`config.mk`:
```
export PLATFORM = sky130hd
export DESIGN_NAME = tic_top
export DESIGN_NICKNAME = d
export VERILOG_FILES = /design/src/hdl/tic_pkg.sv /design/src/hdl/tic_edge_det.sv /design/src/hdl/tic_cap_reg.sv /design/src/hdl/tic_top.sv
export SDC_FILE = /design/constraint.sdc
export NUM_CORES = 1
export LEC_CHECK = 0
export ABC_AREA = 1
export ABC_CLOCK_PERIOD_IN_PS = 2820
export BUFFER_PORTS_ARGS = -buffer_cell sky130_fd_sc_hd__buf_2
export CAP_MARGIN = 10
export CORE_MARGIN = 8
export CORE_UTILIZATION = 46
export CTS_BUF_LIST = sky130_fd_sc_hd__clkbuf_16
export CTS_CLUSTER_SIZE = 30
export DETAILED_ROUTE_END_ITERATION = 7
export PLACE_DENSITY_LB_ADDON = 0.12
export SLEW_MARGIN = 20
export SYNTH_ARGS = -nofsm -noshare
export SYNTH_HDL_FRONTEND = slang
export SYNTH_SLANG_ARGS = --single-unit
```
`constraint.sdc`:
```
create_clock -name i_sys_clk -period 2.82 [get_ports i_sys_clk]
set_clock_uncertainty 0.15 [all_clocks]
set_input_delay 0.141 -clock i_sys_clk [delete_from_list [all_inputs] [get_ports i_sys_clk]]
set_output_delay 0.141 -clock i_sys_clk [all_outputs]
set_load 0.01 [all_outputs]
```
`src/hdl/tic_pkg.sv`:
```
// Purpose: shared constants of the timer input capture unit
// Assumes: 32-bit avalon-mm slave, byte addresses, one word per register
// Notes: offsets are byte addresses, all multiples of four
`default_nettype none
package tic_pkg;
    // bus geometry, counter width and input count
    localparam int ADDR_W = 6;
    localparam int DATA_W = 32;
    localparam int CNT_W = 16;
    localparam int NUM_INPUTS = 4;
    // register offsets
    localparam logic [5:0] OFF_MODE = 6'h00;
    localparam logic [5:0] OFF_INT0 = 6'h04;
    localparam logic [5:0] OFF_INT1 = 6'h08;
    localparam logic [5:0] OFF_INT2 = 6'h0c;
    localparam logic [5:0] OFF_INT3 = 6'h10;
    localparam logic [5:0] OFF_DUAL = 6'h14;
    localparam logic [5:0] OFF_CAP = 6'h18;
    localparam logic [5:0] OFF_STAT = 6'h1c;
    localparam logic [5:0] OFF_MASK = 6'h20;
    // timer_mode_reg_two fields
    localparam int MODE_SRC_LSB = 0;
    localparam int MODE_EN_BIT = 2;
    localparam int MODE_CLR_BIT = 5;
    localparam int MODE_EDGE_BIT = 7;
    // ext_int_ctrl_reg field
    localparam int POL_BIT = 5;
    // dual_edge_int_reg fields
    localparam int DUAL0_BIT = 0;
    localparam int DUAL1_BIT = 1;
    // status and mask layout
    localparam int STAT_CAP_BIT = 0;
    localparam int STAT_INT_LSB = 1;
    localparam int STAT_W = 5;
    // values after reset
    localparam logic [7:0] RST_MODE = 8'h00;
    localparam logic [3:0] RST_POL = 4'h0;
    localparam logic [1:0] RST_DUAL = 2'h0;
    localparam logic [4:0] RST_STAT = 5'h00;
    localparam logic [4:0] RST_MASK = 5'h00;
    localparam logic [15:0] RST_CAP = 16'h0000;
endpackage
`default_nettype wire

```
`src/hdl/tic_edge_det.sv`:
```
// Purpose: one external interrupt input, synchronised and edge detected
// Assumes: pin may be asynchronous; two flip-flops resync it
// Notes: all outputs are one-cycle pulses from flip-flops
`default_nettype none
module tic_edge_det #(
    parameter bit HAS_DUAL = 1'b0
) (
    // clock and reset
    input wire logic i_clk,
    input wire logic i_rst_n,
    // pin and settings
    input wire logic i_pin,
    input wire logic i_pol,
    input wire logic i_dual,
    // event pulses
    output logic o_int_q,
    output logic o_single_q,
    output logic o_any_q
);
    logic meta_q;
    logic sync_q;
    logic prev_q;
    logic pol_prev_q;
    logic act_now;
    logic act_prev;
    logic single_d;
    logic any_d;

    // two-stage sync; meta_q feeds only sync_q
    always_ff @(posedge i_clk or negedge i_rst_n) begin
        if (!i_rst_n) begin
            meta_q <= 1'b0;
            sync_q <= 1'b0;
            prev_q <= 1'b0;
            pol_prev_q <= 1'b0;
        end else begin
            meta_q <= i_pin;
            sync_q <= meta_q;
            prev_q <= sync_q;
            pol_prev_q <= i_pol;
        end
    end

    // active level folds polarity in, so a polarity flip onto the live level fires
    assign act_now = i_pol ? sync_q : ~sync_q;
    assign act_prev = pol_prev_q ? prev_q : ~prev_q;
    assign single_d = act_now & ~act_prev;
    assign any_d = sync_q ^ prev_q;

    // registered event pulses
    always_ff @(posedge i_clk or negedge i_rst_n) begin
        if (!i_rst_n) begin
            o_single_q <= 1'b0;
            o_any_q <= 1'b0;
            o_int_q <= 1'b0;
        end else begin
            o_single_q <= single_d;
            o_any_q <= any_d;
            o_int_q <= (HAS_DUAL && i_dual) ? any_d : single_d;
        end
    end

    a_pol_edge: assert property (@(posedge i_clk) disable iff (!i_rst_n)
        single_d |=> o_single_q) else $error("single edge pulse missing");
    a_dual_int: assert property (@(posedge i_clk) disable iff (!i_rst_n)
        (HAS_DUAL && i_dual && any_d) |=> o_int_q) else $error("dual edge interrupt missing");
    a_no_dual: assert property (@(posedge i_clk) disable iff (!i_rst_n)
        (!HAS_DUAL && !single_d) |=> !o_int_q) else $error("interrupt without selected edge");
endmodule
`default_nettype wire

```
`src/hdl/tic_cap_reg.sv`:
```
// Purpose: 16-bit capture register loaded from the counter
// Assumes: trigger is a one-cycle pulse in the clock domain
// Notes: written data never reaches this register
`default_nettype none
module tic_cap_reg #(
    parameter int CNT_W = 16
) (
    // clock and reset
    input wire logic i_clk,
    input wire logic i_rst_n,
    // trigger and counter
    input wire logic i_trig,
    input wire logic [CNT_W-1:0] i_count,
    // captured value
    output logic [CNT_W-1:0] o_value
);
    // counter taken at the edge closing the trigger pulse; no overrun guard
    always_ff @(posedge i_clk or negedge i_rst_n) begin
        if (!i_rst_n) begin
            o_value <= CNT_W'(tic_pkg::RST_CAP);
        end else if (i_trig) begin
            o_value <= i_count;
        end
    end
endmodule
`default_nettype wire

```
`src/hdl/tic_top.sv`:
```
// Purpose: input capture unit of a 16-bit timer with avalon-mm registers
// Assumes: counter value arrives on i_count in the i_sys_clk domain
// Notes: counter, compare and pwm logic live elsewhere
//
// Implementation choices: the address map and the Avalon-MM slave port.
`default_nettype none
// Overview of operation
// - capture counter on external or write trigger
// - two-bit field picks which external input
// - edge mode one: only polarity-chosen edge
// - edge mode zero: capture every rise and fall
// - polarity bit five: one rising, zero falling
// - inputs 0,1 have dual-edge interrupt select
// - interrupt edge follows own interrupt settings
// - polarity flip onto live level fires event
// - counter value taken at trigger pulse end
// - new capture overwrites, no overrun flag
// - external triggering disabled after reset
// - write to capture register with byte lane 0 or 1 enabled triggers
// - written data is never stored
// - write trigger ignores enable, always active
module tic_top (
    // clock and reset
    input wire logic i_sys_clk,
    input wire logic i_nrst,
    // external interrupt pins and counter
    input wire logic [3:0] i_ext_int,
    input wire logic [15:0] i_count,
    // avalon-mm slave
    input wire logic [5:0] i_avs_address,
    input wire logic i_avs_read,
    input wire logic i_avs_write,
    input wire logic [31:0] i_avs_writedata,
    input wire logic [3:0] i_avs_byteenable,
    output logic [31:0] o_avs_readdata,
    output logic o_avs_waitrequest,
    // outputs to the timer and interrupt controller
    output logic [15:0] o_capture,
    output logic o_counter_clear_sel,
    output logic [3:0] o_ext_int_req,
    output logic o_irq
);
    logic rst_meta_q;
    logic rst_n_q;
    logic waitreq_q;
    logic [31:0] rdata_q;
    logic [7:0] mode_q;
    logic [3:0] pol_q;
    logic [1:0] dual_q;
    logic [4:0] stat_q;
    logic [4:0] mask_q;
    logic irq_q;
    logic clr_sel_q;
    logic [3:0] int_pulse;
    logic [3:0] single_pulse;
    logic [3:0] any_pulse;
    logic [3:0] int_req_q;
    logic [15:0] cap_value;
    logic [1:0] src_sel;
    logic edge_mode;
    logic ext_en;
    logic wr_acc;
    logic rd_take;
    logic sw_trig;
    logic ext_trig;
    logic trig;
    logic [4:0] stat_set;
    logic [4:0] stat_clr;
    logic [31:0] rd_mux;

    // address match, used by both read and write decode
    function automatic logic f_hit(input logic [5:0] addr, input logic [5:0] off);
        f_hit = (addr == off);
    endfunction

    // reset release through two flip-flops
    always_ff @(posedge i_sys_clk or negedge i_nrst) begin
        if (!i_nrst) begin
            rst_meta_q <= 1'b0;
            rst_n_q <= 1'b0;
        end else begin
            rst_meta_q <= 1'b1;
            rst_n_q <= rst_meta_q;
        end
    end

    // one wait cycle per access; answer at the second edge
    always_ff @(posedge i_sys_clk or negedge rst_n_q) begin
        if (!rst_n_q) begin
            waitreq_q <= 1'b1;
        end else if ((i_avs_read || i_avs_write) && waitreq_q) begin
            waitreq_q <= 1'b0;
        end else begin
            waitreq_q <= 1'b1;
        end
    end

    assign wr_acc = i_avs_write && !waitreq_q;
    assign rd_take = i_avs_read && waitreq_q;

    // read mux, unmapped addresses read zero
    always_comb begin
        rd_mux = 32'h0000_0000;
        if (f_hit(i_avs_address, tic_pkg::OFF_MODE)) begin
            rd_mux[7:0] = mode_q;
        end else if (f_hit(i_avs_address, tic_pkg::OFF_INT0)) begin
            rd_mux[tic_pkg::POL_BIT] = pol_q[0];
        end else if (f_hit(i_avs_address, tic_pkg::OFF_INT1)) begin
            rd_mux[tic_pkg::POL_BIT] = pol_q[1];
        end else if (f_hit(i_avs_address, tic_pkg::OFF_INT2)) begin
            rd_mux[tic_pkg::POL_BIT] = pol_q[2];
        end else if (f_hit(i_avs_address, tic_pkg::OFF_INT3)) begin
            rd_mux[tic_pkg::POL_BIT] = pol_q[3];
        end else if (f_hit(i_avs_address, tic_pkg::OFF_DUAL)) begin
            rd_mux[1:0] = dual_q;
        end else if (f_hit(i_avs_address, tic_pkg::OFF_CAP)) begin
            rd_mux[15:0] = cap_value;
        end else if (f_hit(i_avs_address, tic_pkg::OFF_STAT)) begin
            rd_mux[4:0] = stat_q;
        end else if (f_hit(i_avs_address, tic_pkg::OFF_MASK)) begin
            rd_mux[4:0] = mask_q;
        end
    end

    // read data latched when the access is first seen, held to the answer
    always_ff @(posedge i_sys_clk or negedge rst_n_q) begin
        if (!rst_n_q) begin
            rdata_q <= 32'h0000_0000;
        end else if (rd_take) begin
            rdata_q <= rd_mux;
        end
    end

    // mode register; enable clear after reset keeps pins from capturing
    always_ff @(posedge i_sys_clk or negedge rst_n_q) begin
        if (!rst_n_q) begin
            mode_q <= tic_pkg::RST_MODE;
        end else if (wr_acc && i_avs_byteenable[0] && f_hit(i_avs_address, tic_pkg::OFF_MODE)) begin
            mode_q <= i_avs_writedata[7:0];
        end
    end

    // edge polarity per input, only bit five is kept
    always_ff @(posedge i_sys_clk or negedge rst_n_q) begin
        if (!rst_n_q) begin
            pol_q <= tic_pkg::RST_POL;
        end else if (wr_acc && i_avs_byteenable[0]) begin
            if (f_hit(i_avs_address, tic_pkg::OFF_INT0)) begin
                pol_q[0] <= i_avs_writedata[tic_pkg::POL_BIT];
            end
            if (f_hit(i_avs_address, tic_pkg::OFF_INT1)) begin
                pol_q[1] <= i_avs_writedata[tic_pkg::POL_BIT];
            end
            if (f_hit(i_avs_address, tic_pkg::OFF_INT2)) begin
                pol_q[2] <= i_avs_writedata[tic_pkg::POL_BIT];
            end
            if (f_hit(i_avs_address, tic_pkg::OFF_INT3)) begin
                pol_q[3] <= i_avs_writedata[tic_pkg::POL_BIT];
            end
        end
    end

    // dual-edge interrupt selects exist for inputs 0 and 1 only
    always_ff @(posedge i_sys_clk or negedge rst_n_q) begin
        if (!rst_n_q) begin
            dual_q <= tic_pkg::RST_DUAL;
        end else if (wr_acc && i_avs_byteenable[0] && f_hit(i_avs_address, tic_pkg::OFF_DUAL)) begin
            dual_q[0] <= i_avs_writedata[tic_pkg::DUAL0_BIT];
            dual_q[1] <= i_avs_writedata[tic_pkg::DUAL1_BIT];
        end
    end

    // per-input edge detectors; inputs 2 and 3 lack the dual option
    for (genvar g = 0; g < tic_pkg::NUM_INPUTS; g++) begin : g_in
        tic_edge_det #(
            .HAS_DUAL(g < 2)
        ) u_edge (
            .i_clk(i_sys_clk),
            .i_rst_n(rst_n_q),
            .i_pin(i_ext_int[g]),
            .i_pol(pol_q[g]),
            .i_dual((g < 2) ? dual_q[g % 2] : 1'b0),
            .o_int_q(int_pulse[g]),
            .o_single_q(single_pulse[g]),
            .o_any_q(any_pulse[g])
        );
    end

    assign src_sel = mode_q[tic_pkg::MODE_SRC_LSB +: 2];
    assign edge_mode = mode_q[tic_pkg::MODE_EDGE_BIT];
    assign ext_en = mode_q[tic_pkg::MODE_EN_BIT];

    // capture edge is independent of the interrupt edge
    assign ext_trig = ext_en && (edge_mode ? single_pulse[src_sel] : any_pulse[src_sel]);
    // any byte write to lanes 0 or 1 fires; data is dropped
    assign sw_trig = wr_acc && (|i_avs_byteenable[1:0]) && f_hit(i_avs_address, tic_pkg::OFF_CAP);
    assign trig = ext_trig || sw_trig;

    // capture register; only the counter ever reaches it
    tic_cap_reg #(
        .CNT_W(tic_pkg::CNT_W)
    ) u_cap (
        .i_clk(i_sys_clk),
        .i_rst_n(rst_n_q),
        .i_trig(trig),
        .i_count(i_count),
        .o_value(cap_value)
    );

    // sticky events: capture and the four interrupt requests
    assign stat_set = {int_pulse, trig};
    assign stat_clr = (wr_acc && i_avs_byteenable[0] && f_hit(i_avs_address, tic_pkg::OFF_STAT))
        ? i_avs_writedata[4:0] : 5'h00;

    // set beats a write-one-to-clear in the same cycle
    always_ff @(posedge i_sys_clk or negedge rst_n_q) begin
        if (!rst_n_q) begin
            stat_q <= tic_pkg::RST_STAT;
        end else begin
            stat_q <= (stat_q & ~stat_clr) | stat_set;
        end
    end

    // interrupt mask, same layout as status
    always_ff @(posedge i_sys_clk or negedge rst_n_q) begin
        if (!rst_n_q) begin
            mask_q <= tic_pkg::RST_MASK;
        end else if (wr_acc && i_avs_byteenable[0] && f_hit(i_avs_address, tic_pkg::OFF_MASK)) begin
            mask_q <= i_avs_writedata[4:0];
        end
    end

    // registered outputs; irq lags the status by one cycle
    always_ff @(posedge i_sys_clk or negedge rst_n_q) begin
        if (!rst_n_q) begin
            irq_q <= 1'b0;
            clr_sel_q <= 1'b0;
            int_req_q <= 4'h0;
        end else begin
            irq_q <= |(stat_q & mask_q);
            clr_sel_q <= mode_q[tic_pkg::MODE_CLR_BIT];
            int_req_q <= int_pulse;
        end
    end

    assign o_avs_readdata = rdata_q;
    assign o_avs_waitrequest = waitreq_q;
    assign o_capture = cap_value;
    assign o_counter_clear_sel = clr_sel_q;
    assign o_ext_int_req = int_req_q;
    assign o_irq = irq_q;

    // checks on trigger selection and capture value
    a_cap_value: assert property (@(posedge i_sys_clk) disable iff (!rst_n_q)
        trig |=> (cap_value == $past(i_count))) else $error("capture value not the counter");
    a_cap_stable: assert property (@(posedge i_sys_clk) disable iff (!rst_n_q)
        !trig |=> $stable(cap_value)) else $error("capture changed without trigger");
    a_sw_trigger: assert property (@(posedge i_sys_clk) disable iff (!rst_n_q)
        (i_avs_write && !o_avs_waitrequest && i_avs_address == tic_pkg::OFF_CAP
         && i_avs_byteenable[0]) |-> trig) else $error("write did not trigger capture");
    a_ext_disabled: assert property (@(posedge i_sys_clk) disable iff (!rst_n_q)
        (!mode_q[tic_pkg::MODE_EN_BIT] && !sw_trig) |-> !trig) else $error("capture while disabled");
    a_both_edges: assert property (@(posedge i_sys_clk) disable iff (!rst_n_q)
        (ext_en && !edge_mode && any_pulse[src_sel]) |-> trig) else $error("both-edge capture missed");
    a_single_only: assert property (@(posedge i_sys_clk) disable iff (!rst_n_q)
        (edge_mode && !single_pulse[src_sel] && !sw_trig) |-> !trig) else $error("capture on wrong edge");
    a_src_select: assert property (@(posedge i_sys_clk) disable iff (!rst_n_q)
        ext_trig |-> (any_pulse[src_sel] || single_pulse[src_sel])) else $error("trigger from wrong input");
    a_overwrite: assert property (@(posedge i_sys_clk) disable iff (!rst_n_q)
        trig ##1 trig |=> (cap_value == $past(i_count))) else $error("second capture not stored");
    a_irq_level: assert property (@(posedge i_sys_clk) disable iff (!rst_n_q)
        (|(stat_q & mask_q)) |=> o_irq) else $error("irq not raised");
    a_wait_answer: assert property (@(posedge i_sys_clk) disable iff (!rst_n_q)
        ((i_avs_read || i_avs_write) && o_avs_waitrequest) |=> !o_avs_waitrequest)
        else $error("no answer after one wait cycle");

    // settings change only at an accepted write, so pins stay idle until enabled
    a_mode_store: assert property (@(posedge i_sys_clk) disable iff (!rst_n_q)
        (wr_acc && i_avs_byteenable[0] && i_avs_address == tic_pkg::OFF_MODE) |=> (mode_q == $past(i_avs_writedata[7:0])))
        else $error("mode write lost");
    a_mode_hold: assert property (@(posedge i_sys_clk) disable iff (!rst_n_q)
        !wr_acc |=> $stable(mode_q))
        else $error("mode changed without write");
    a_pol_store: assert property (@(posedge i_sys_clk) disable iff (!rst_n_q)
        (wr_acc && i_avs_byteenable[0] && i_avs_address == tic_pkg::OFF_INT0) |=> (pol_q[0] == $past(i_avs_writedata[5])))
        else $error("polarity write lost");
    a_pol_hold: assert property (@(posedge i_sys_clk) disable iff (!rst_n_q)
        !wr_acc |=> $stable(pol_q))
        else $error("polarity changed without write");
    a_dual_store: assert property (@(posedge i_sys_clk) disable iff (!rst_n_q)
        (wr_acc && i_avs_byteenable[0] && i_avs_address == tic_pkg::OFF_DUAL) |=> (dual_q == $past(i_avs_writedata[1:0])))
        else $error("dual select write lost");
    a_dual_hold: assert property (@(posedge i_sys_clk) disable iff (!rst_n_q)
        !wr_acc |=> $stable(dual_q))
        else $error("dual select changed without write");
    a_data_dropped: assert property (@(posedge i_sys_clk) disable iff (!rst_n_q)
        (sw_trig && i_avs_writedata[15:0] != i_count) |=> (cap_value != $past(i_avs_writedata[15:0])))
        else $error("written data reached capture");

    // status bits are sticky and the interrupt line trails them by one cycle
    a_cap_sticky: assert property (@(posedge i_sys_clk) disable iff (!rst_n_q)
        trig |=> stat_q[tic_pkg::STAT_CAP_BIT])
        else $error("capture status not set");
    a_cap_kept: assert property (@(posedge i_sys_clk) disable iff (!rst_n_q)
        (stat_q[0] && !stat_clr[0]) |=> stat_q[0])
        else $error("capture status lost");
    a_irq_low: assert property (@(posedge i_sys_clk) disable iff (!rst_n_q)
        !(|(stat_q & mask_q)) |=> !o_irq)
        else $error("irq without unmasked status");
    a_int_status: assert property (@(posedge i_sys_clk) disable iff (!rst_n_q)
        int_pulse[0] |=> stat_q[tic_pkg::STAT_INT_LSB])
        else $error("interrupt status not set");
    a_req_follow: assert property (@(posedge i_sys_clk) disable iff (!rst_n_q)
        1'b1 |=> (o_ext_int_req == $past(int_pulse)))
        else $error("request pulse mismatch");

    // bus answer lasts one cycle; read data only moves on a new read
    a_wait_once: assert property (@(posedge i_sys_clk) disable iff (!rst_n_q)
        !o_avs_waitrequest |=> o_avs_waitrequest)
        else $error("answer held too long");
    a_rdata_hold: assert property (@(posedge i_sys_clk) disable iff (!rst_n_q)
        !rd_take |=> $stable(o_avs_readdata))
        else $error("read data moved");
    a_clr_follow: assert property (@(posedge i_sys_clk) disable iff (!rst_n_q)
        1'b1 |=> (o_counter_clear_sel == $past(mode_q[tic_pkg::MODE_CLR_BIT])))
        else $error("clear select mismatch");

    c_sw_capture: cover property (@(posedge i_sys_clk) disable iff (!rst_n_q) sw_trig);
    c_ext_both: cover property (@(posedge i_sys_clk) disable iff (!rst_n_q) ext_trig && !edge_mode);
    c_ext_single: cover property (@(posedge i_sys_clk) disable iff (!rst_n_q) ext_trig && edge_mode);
    c_irq: cover property (@(posedge i_sys_clk) disable iff (!rst_n_q) $rose(o_irq));
    c_int_req: cover property (@(posedge i_sys_clk) disable iff (!rst_n_q) |o_ext_int_req);
endmodule
`default_nettype wire

```
==> flow_summary.yaml <==
routing:
  wl_per_cell_um: 14.7
  via_per_inst: 4.86
  vias: 3093
  drc: 0
  wl_um: 9330
  drtIter0Drc: 145
  dr.pass1.iters: 4
  ant_nets: 0
setup_path:
  end_kind: "register"
  worstSetupPathType: "register to register"
  cp_max_fo: 18
  rrSetupSlack_ns: 0.81
  slowest_delay_ns: 0.45
  critical_path.top_delay_family: "simple AND/OR/NAND/NOR gates"
  cp_slowest_cell: "dfrtp_1"
  crit_top_cell: "nand2_1"
  cp_cell_sequence: "inv_1, nand2_1, nand2_1, nand2_1, nand3_1, nand3_2, nand2_4, nand2_1, nand2_1"
  cp_data_required_time_ns: 2.94
  crit_buf_inv: 1
  cp-start-kind: "register"
  critPathArrivalTime_ns: 2.13
global_route:
  grt_usage_pct: 17.1
  gr-total-overflow: 0
  grt_pass1_vias: 3095
  antenna_found_initial: 0
  grt_pass1_wl_um: 15400
  grt_max_degree: 52
finish:
  n_antenna_cell: 0
  layout_common_cells: "nand2_1 (134), dfrtp_1 (89), buf_2 (78), dlygate4sd3_1 (32), nand3_1 (30)"
  final_nets: 592
  final_common_cell: "nand2_1"
  syn_to_final_growth_pct: 28.1
  drive_above_1_share_pct: 20.9
  fin_cells: 636
run_status:
  status: "complete, no violations"
yosys:
  synth_top_area_share_pct: 59.2
  synth-edff-count: 0
  synth_flop_cell: "dfrtp_1"
  synth_area_mm2: 0.00381
  yosys_warnings: 0
  synthArstFlopShare_pct: 100
  ys_seq_area_share_pct: 59.8
  syn_avg_cell_area_um2: 9.26
  synth_cell_types: 30
  netlist_instances: 411
  synth.largest_area_cell: "dfrtp_1"
  ys_ff_latch: 91
  synth_area_leaders: "dfrtp_1 (59%), nand2_1 (13%), nand3_1 (3.9%)"
hold_path:
  hold_path.class: "input port to register"
timing:
  final.setup.tns_ns: 0
  fin_crit_ns: 2.01
  maxSlewViolCount: 0
  finalSetupViolCount: 0
  fin_ws_ns: 0.813
  period_share_pct: 71.2
  grt_setup_unrepaired: "false"
  max_freq_ghz: 0.498
  slew_headroom_pct: 54.4
  tightestPinTransition_ns: 0.685
  hold_violations: 0
clocking:
  cts.sinks: 91
  clk_path_buf_depth: 2
  cts.repair.resized: 0
  post_cts_buffers: 0
  tritoncts: "done"
  cts_root_buf: "clkbuf_16"
  cts_buffers: 9
  clk_pin_slew_ns: 0.06
  clk_latency_ns: 0.33
  htree_levels: 3
  postCtsHoldBufs: 32
power_and_ir_drop:
  total_power_mw: 3.24
  powerDensity_mw_per_mm2: 664
  p_leak_nw: 2.48
  ir_drop_mv: 0.338
placement:
  globalplace.congestion: 0.879
  dp_hpwl_um: 6540
  placedCellCount: 588
  pre_cts_ws_ns: 0.835
  numPortBuffers: 78
die:
  io_pins: 121
  die_h_um: 107
  start_util_pct: 46.8
  die-width_um: 107
  design.core.area_mm2: 0.00813
  num_rows: 33
  dieArea_mm2: 0.0114
job:
  drv_cap: 0
-- report_power, final --
group	internal, mW	switching, mW	total [mW]
registers	1.46	0.126	1.58
clock network	0.685	0.492	1.18
logic	0.215	0.263	0.478
-- kinds of logic after synthesis --
logic type      after synthesis  share of synthesized area, %
mux                           1                         0.296
other cells                   2                         0.197
xor+xnor                     10                          2.30
simple gates                207                          23.3
buf+inv                      51                          6.90
compound gates               49                          7.20
flops                        91                          59.8
-- layout make-up --
type                    instances  area [µm²]
clock buffers                   9         225
clock inverters                 7        68.8
fillers                       700        3260
inverters                      27         101
multi-input cells             284        1320
flip-flops and latches         91        2280
well taps                     105         131
repair buffers                113         746
-- routing by layer --
layer	share of wire [%]	wire length (µm)	track usage [%]
met5	0	0	0
met4	0.91	85	4.72
met3	5.7	532	4.92
met2	47	4360	26.3
met1	47	4350	22.9
-- tightest hold or removal path, cell delays in order --
cell and delay (ns):
buf_2 0.09, inv_1 0.03, nand2_1 0.05, nor2_1 0.05, nand3_1 0.09, o21ai_0 0.07
-- flip-flops by register name, summed over array words and instances, names as in the netlist, 2 cells and up --
signal                  count
dual_q                      2
g_in.u_edge.meta_q          4
g_in.u_edge.o_any_q         4
g_in.u_edge.o_int_q         2
g_in.u_edge.o_single_q      4
g_in.u_edge.pol_prev_q      4
g_in.u_edge.prev_q          4
g_in.u_edge.sync_q          4
mask_q                      5
mode_q                      8
o_avs_readdata             16
o_ext_int_req               4
pol_q                       4
stat_q                      5
u_cap.o_value              16
-- worst paths after layout --
| check | startpoint | end | cells after the start |
|---|---|---|---|
| min reg2reg | g_in[0].u_edge.meta_q$_DFF_PN0_ | g_in[0].u_edge.sync_q$_DFF_PN0_ | 0 |
| max in group asynchronous | rst_n_q$_DFF_PN0_ | mask_q[2]$_DFFE_PN0P_ | 1 |
| min in group asynchronous | rst_n_q$_DFF_PN0_ | g_in[0].u_edge.o_int_q$_DFF_PN0_ | 0 |
| min | i_avs_address[0] | pol_q[3]$_DFFE_PN0P_ | 6 |
| max reg2reg | mode_q[0]$_DFFE_PN0P_ | u_cap.o_value[14]$_DFFE_PN0P_ | 9 |
| max | mode_q[0]$_DFFE_PN0P_ | u_cap.o_value[14]$_DFFE_PN0P_ | 9 |
-- through the flow --
step | area (µm²) | hold WS [ns] | utilization [%]
2_1_floorplan | 3860 | -0.305 | -
3_3_place_gp | 4260 | -0.224 | 52.4
3_5_place_dp | 4260 | -0.222 | 52.4
4_1_cts | 4880 | 0.101 | 60.0
5_1_grt | 4880 | 0.179 | 60.0
6_report | 4880 | 0.100 | 60.0
-- synth_stat cells, types with 2 or more instances --
cell type  instances
nor2_1            23
xor2_1             6
nand2_1          134
nor2_4             2
inv_1             25
nand2_2            2
a31oi_1            3
a21oi_1           15
o21ai_1            3
o21ai_0           26
buf_4             16
xnor2_1            4
buf_2              3
conb_1             2
inv_2              2
clkbuf_1           4
or2_2              3
nand3_1           30
nand4_1            8
dfrtp_1           90
(Power assumes the default switching activity.)
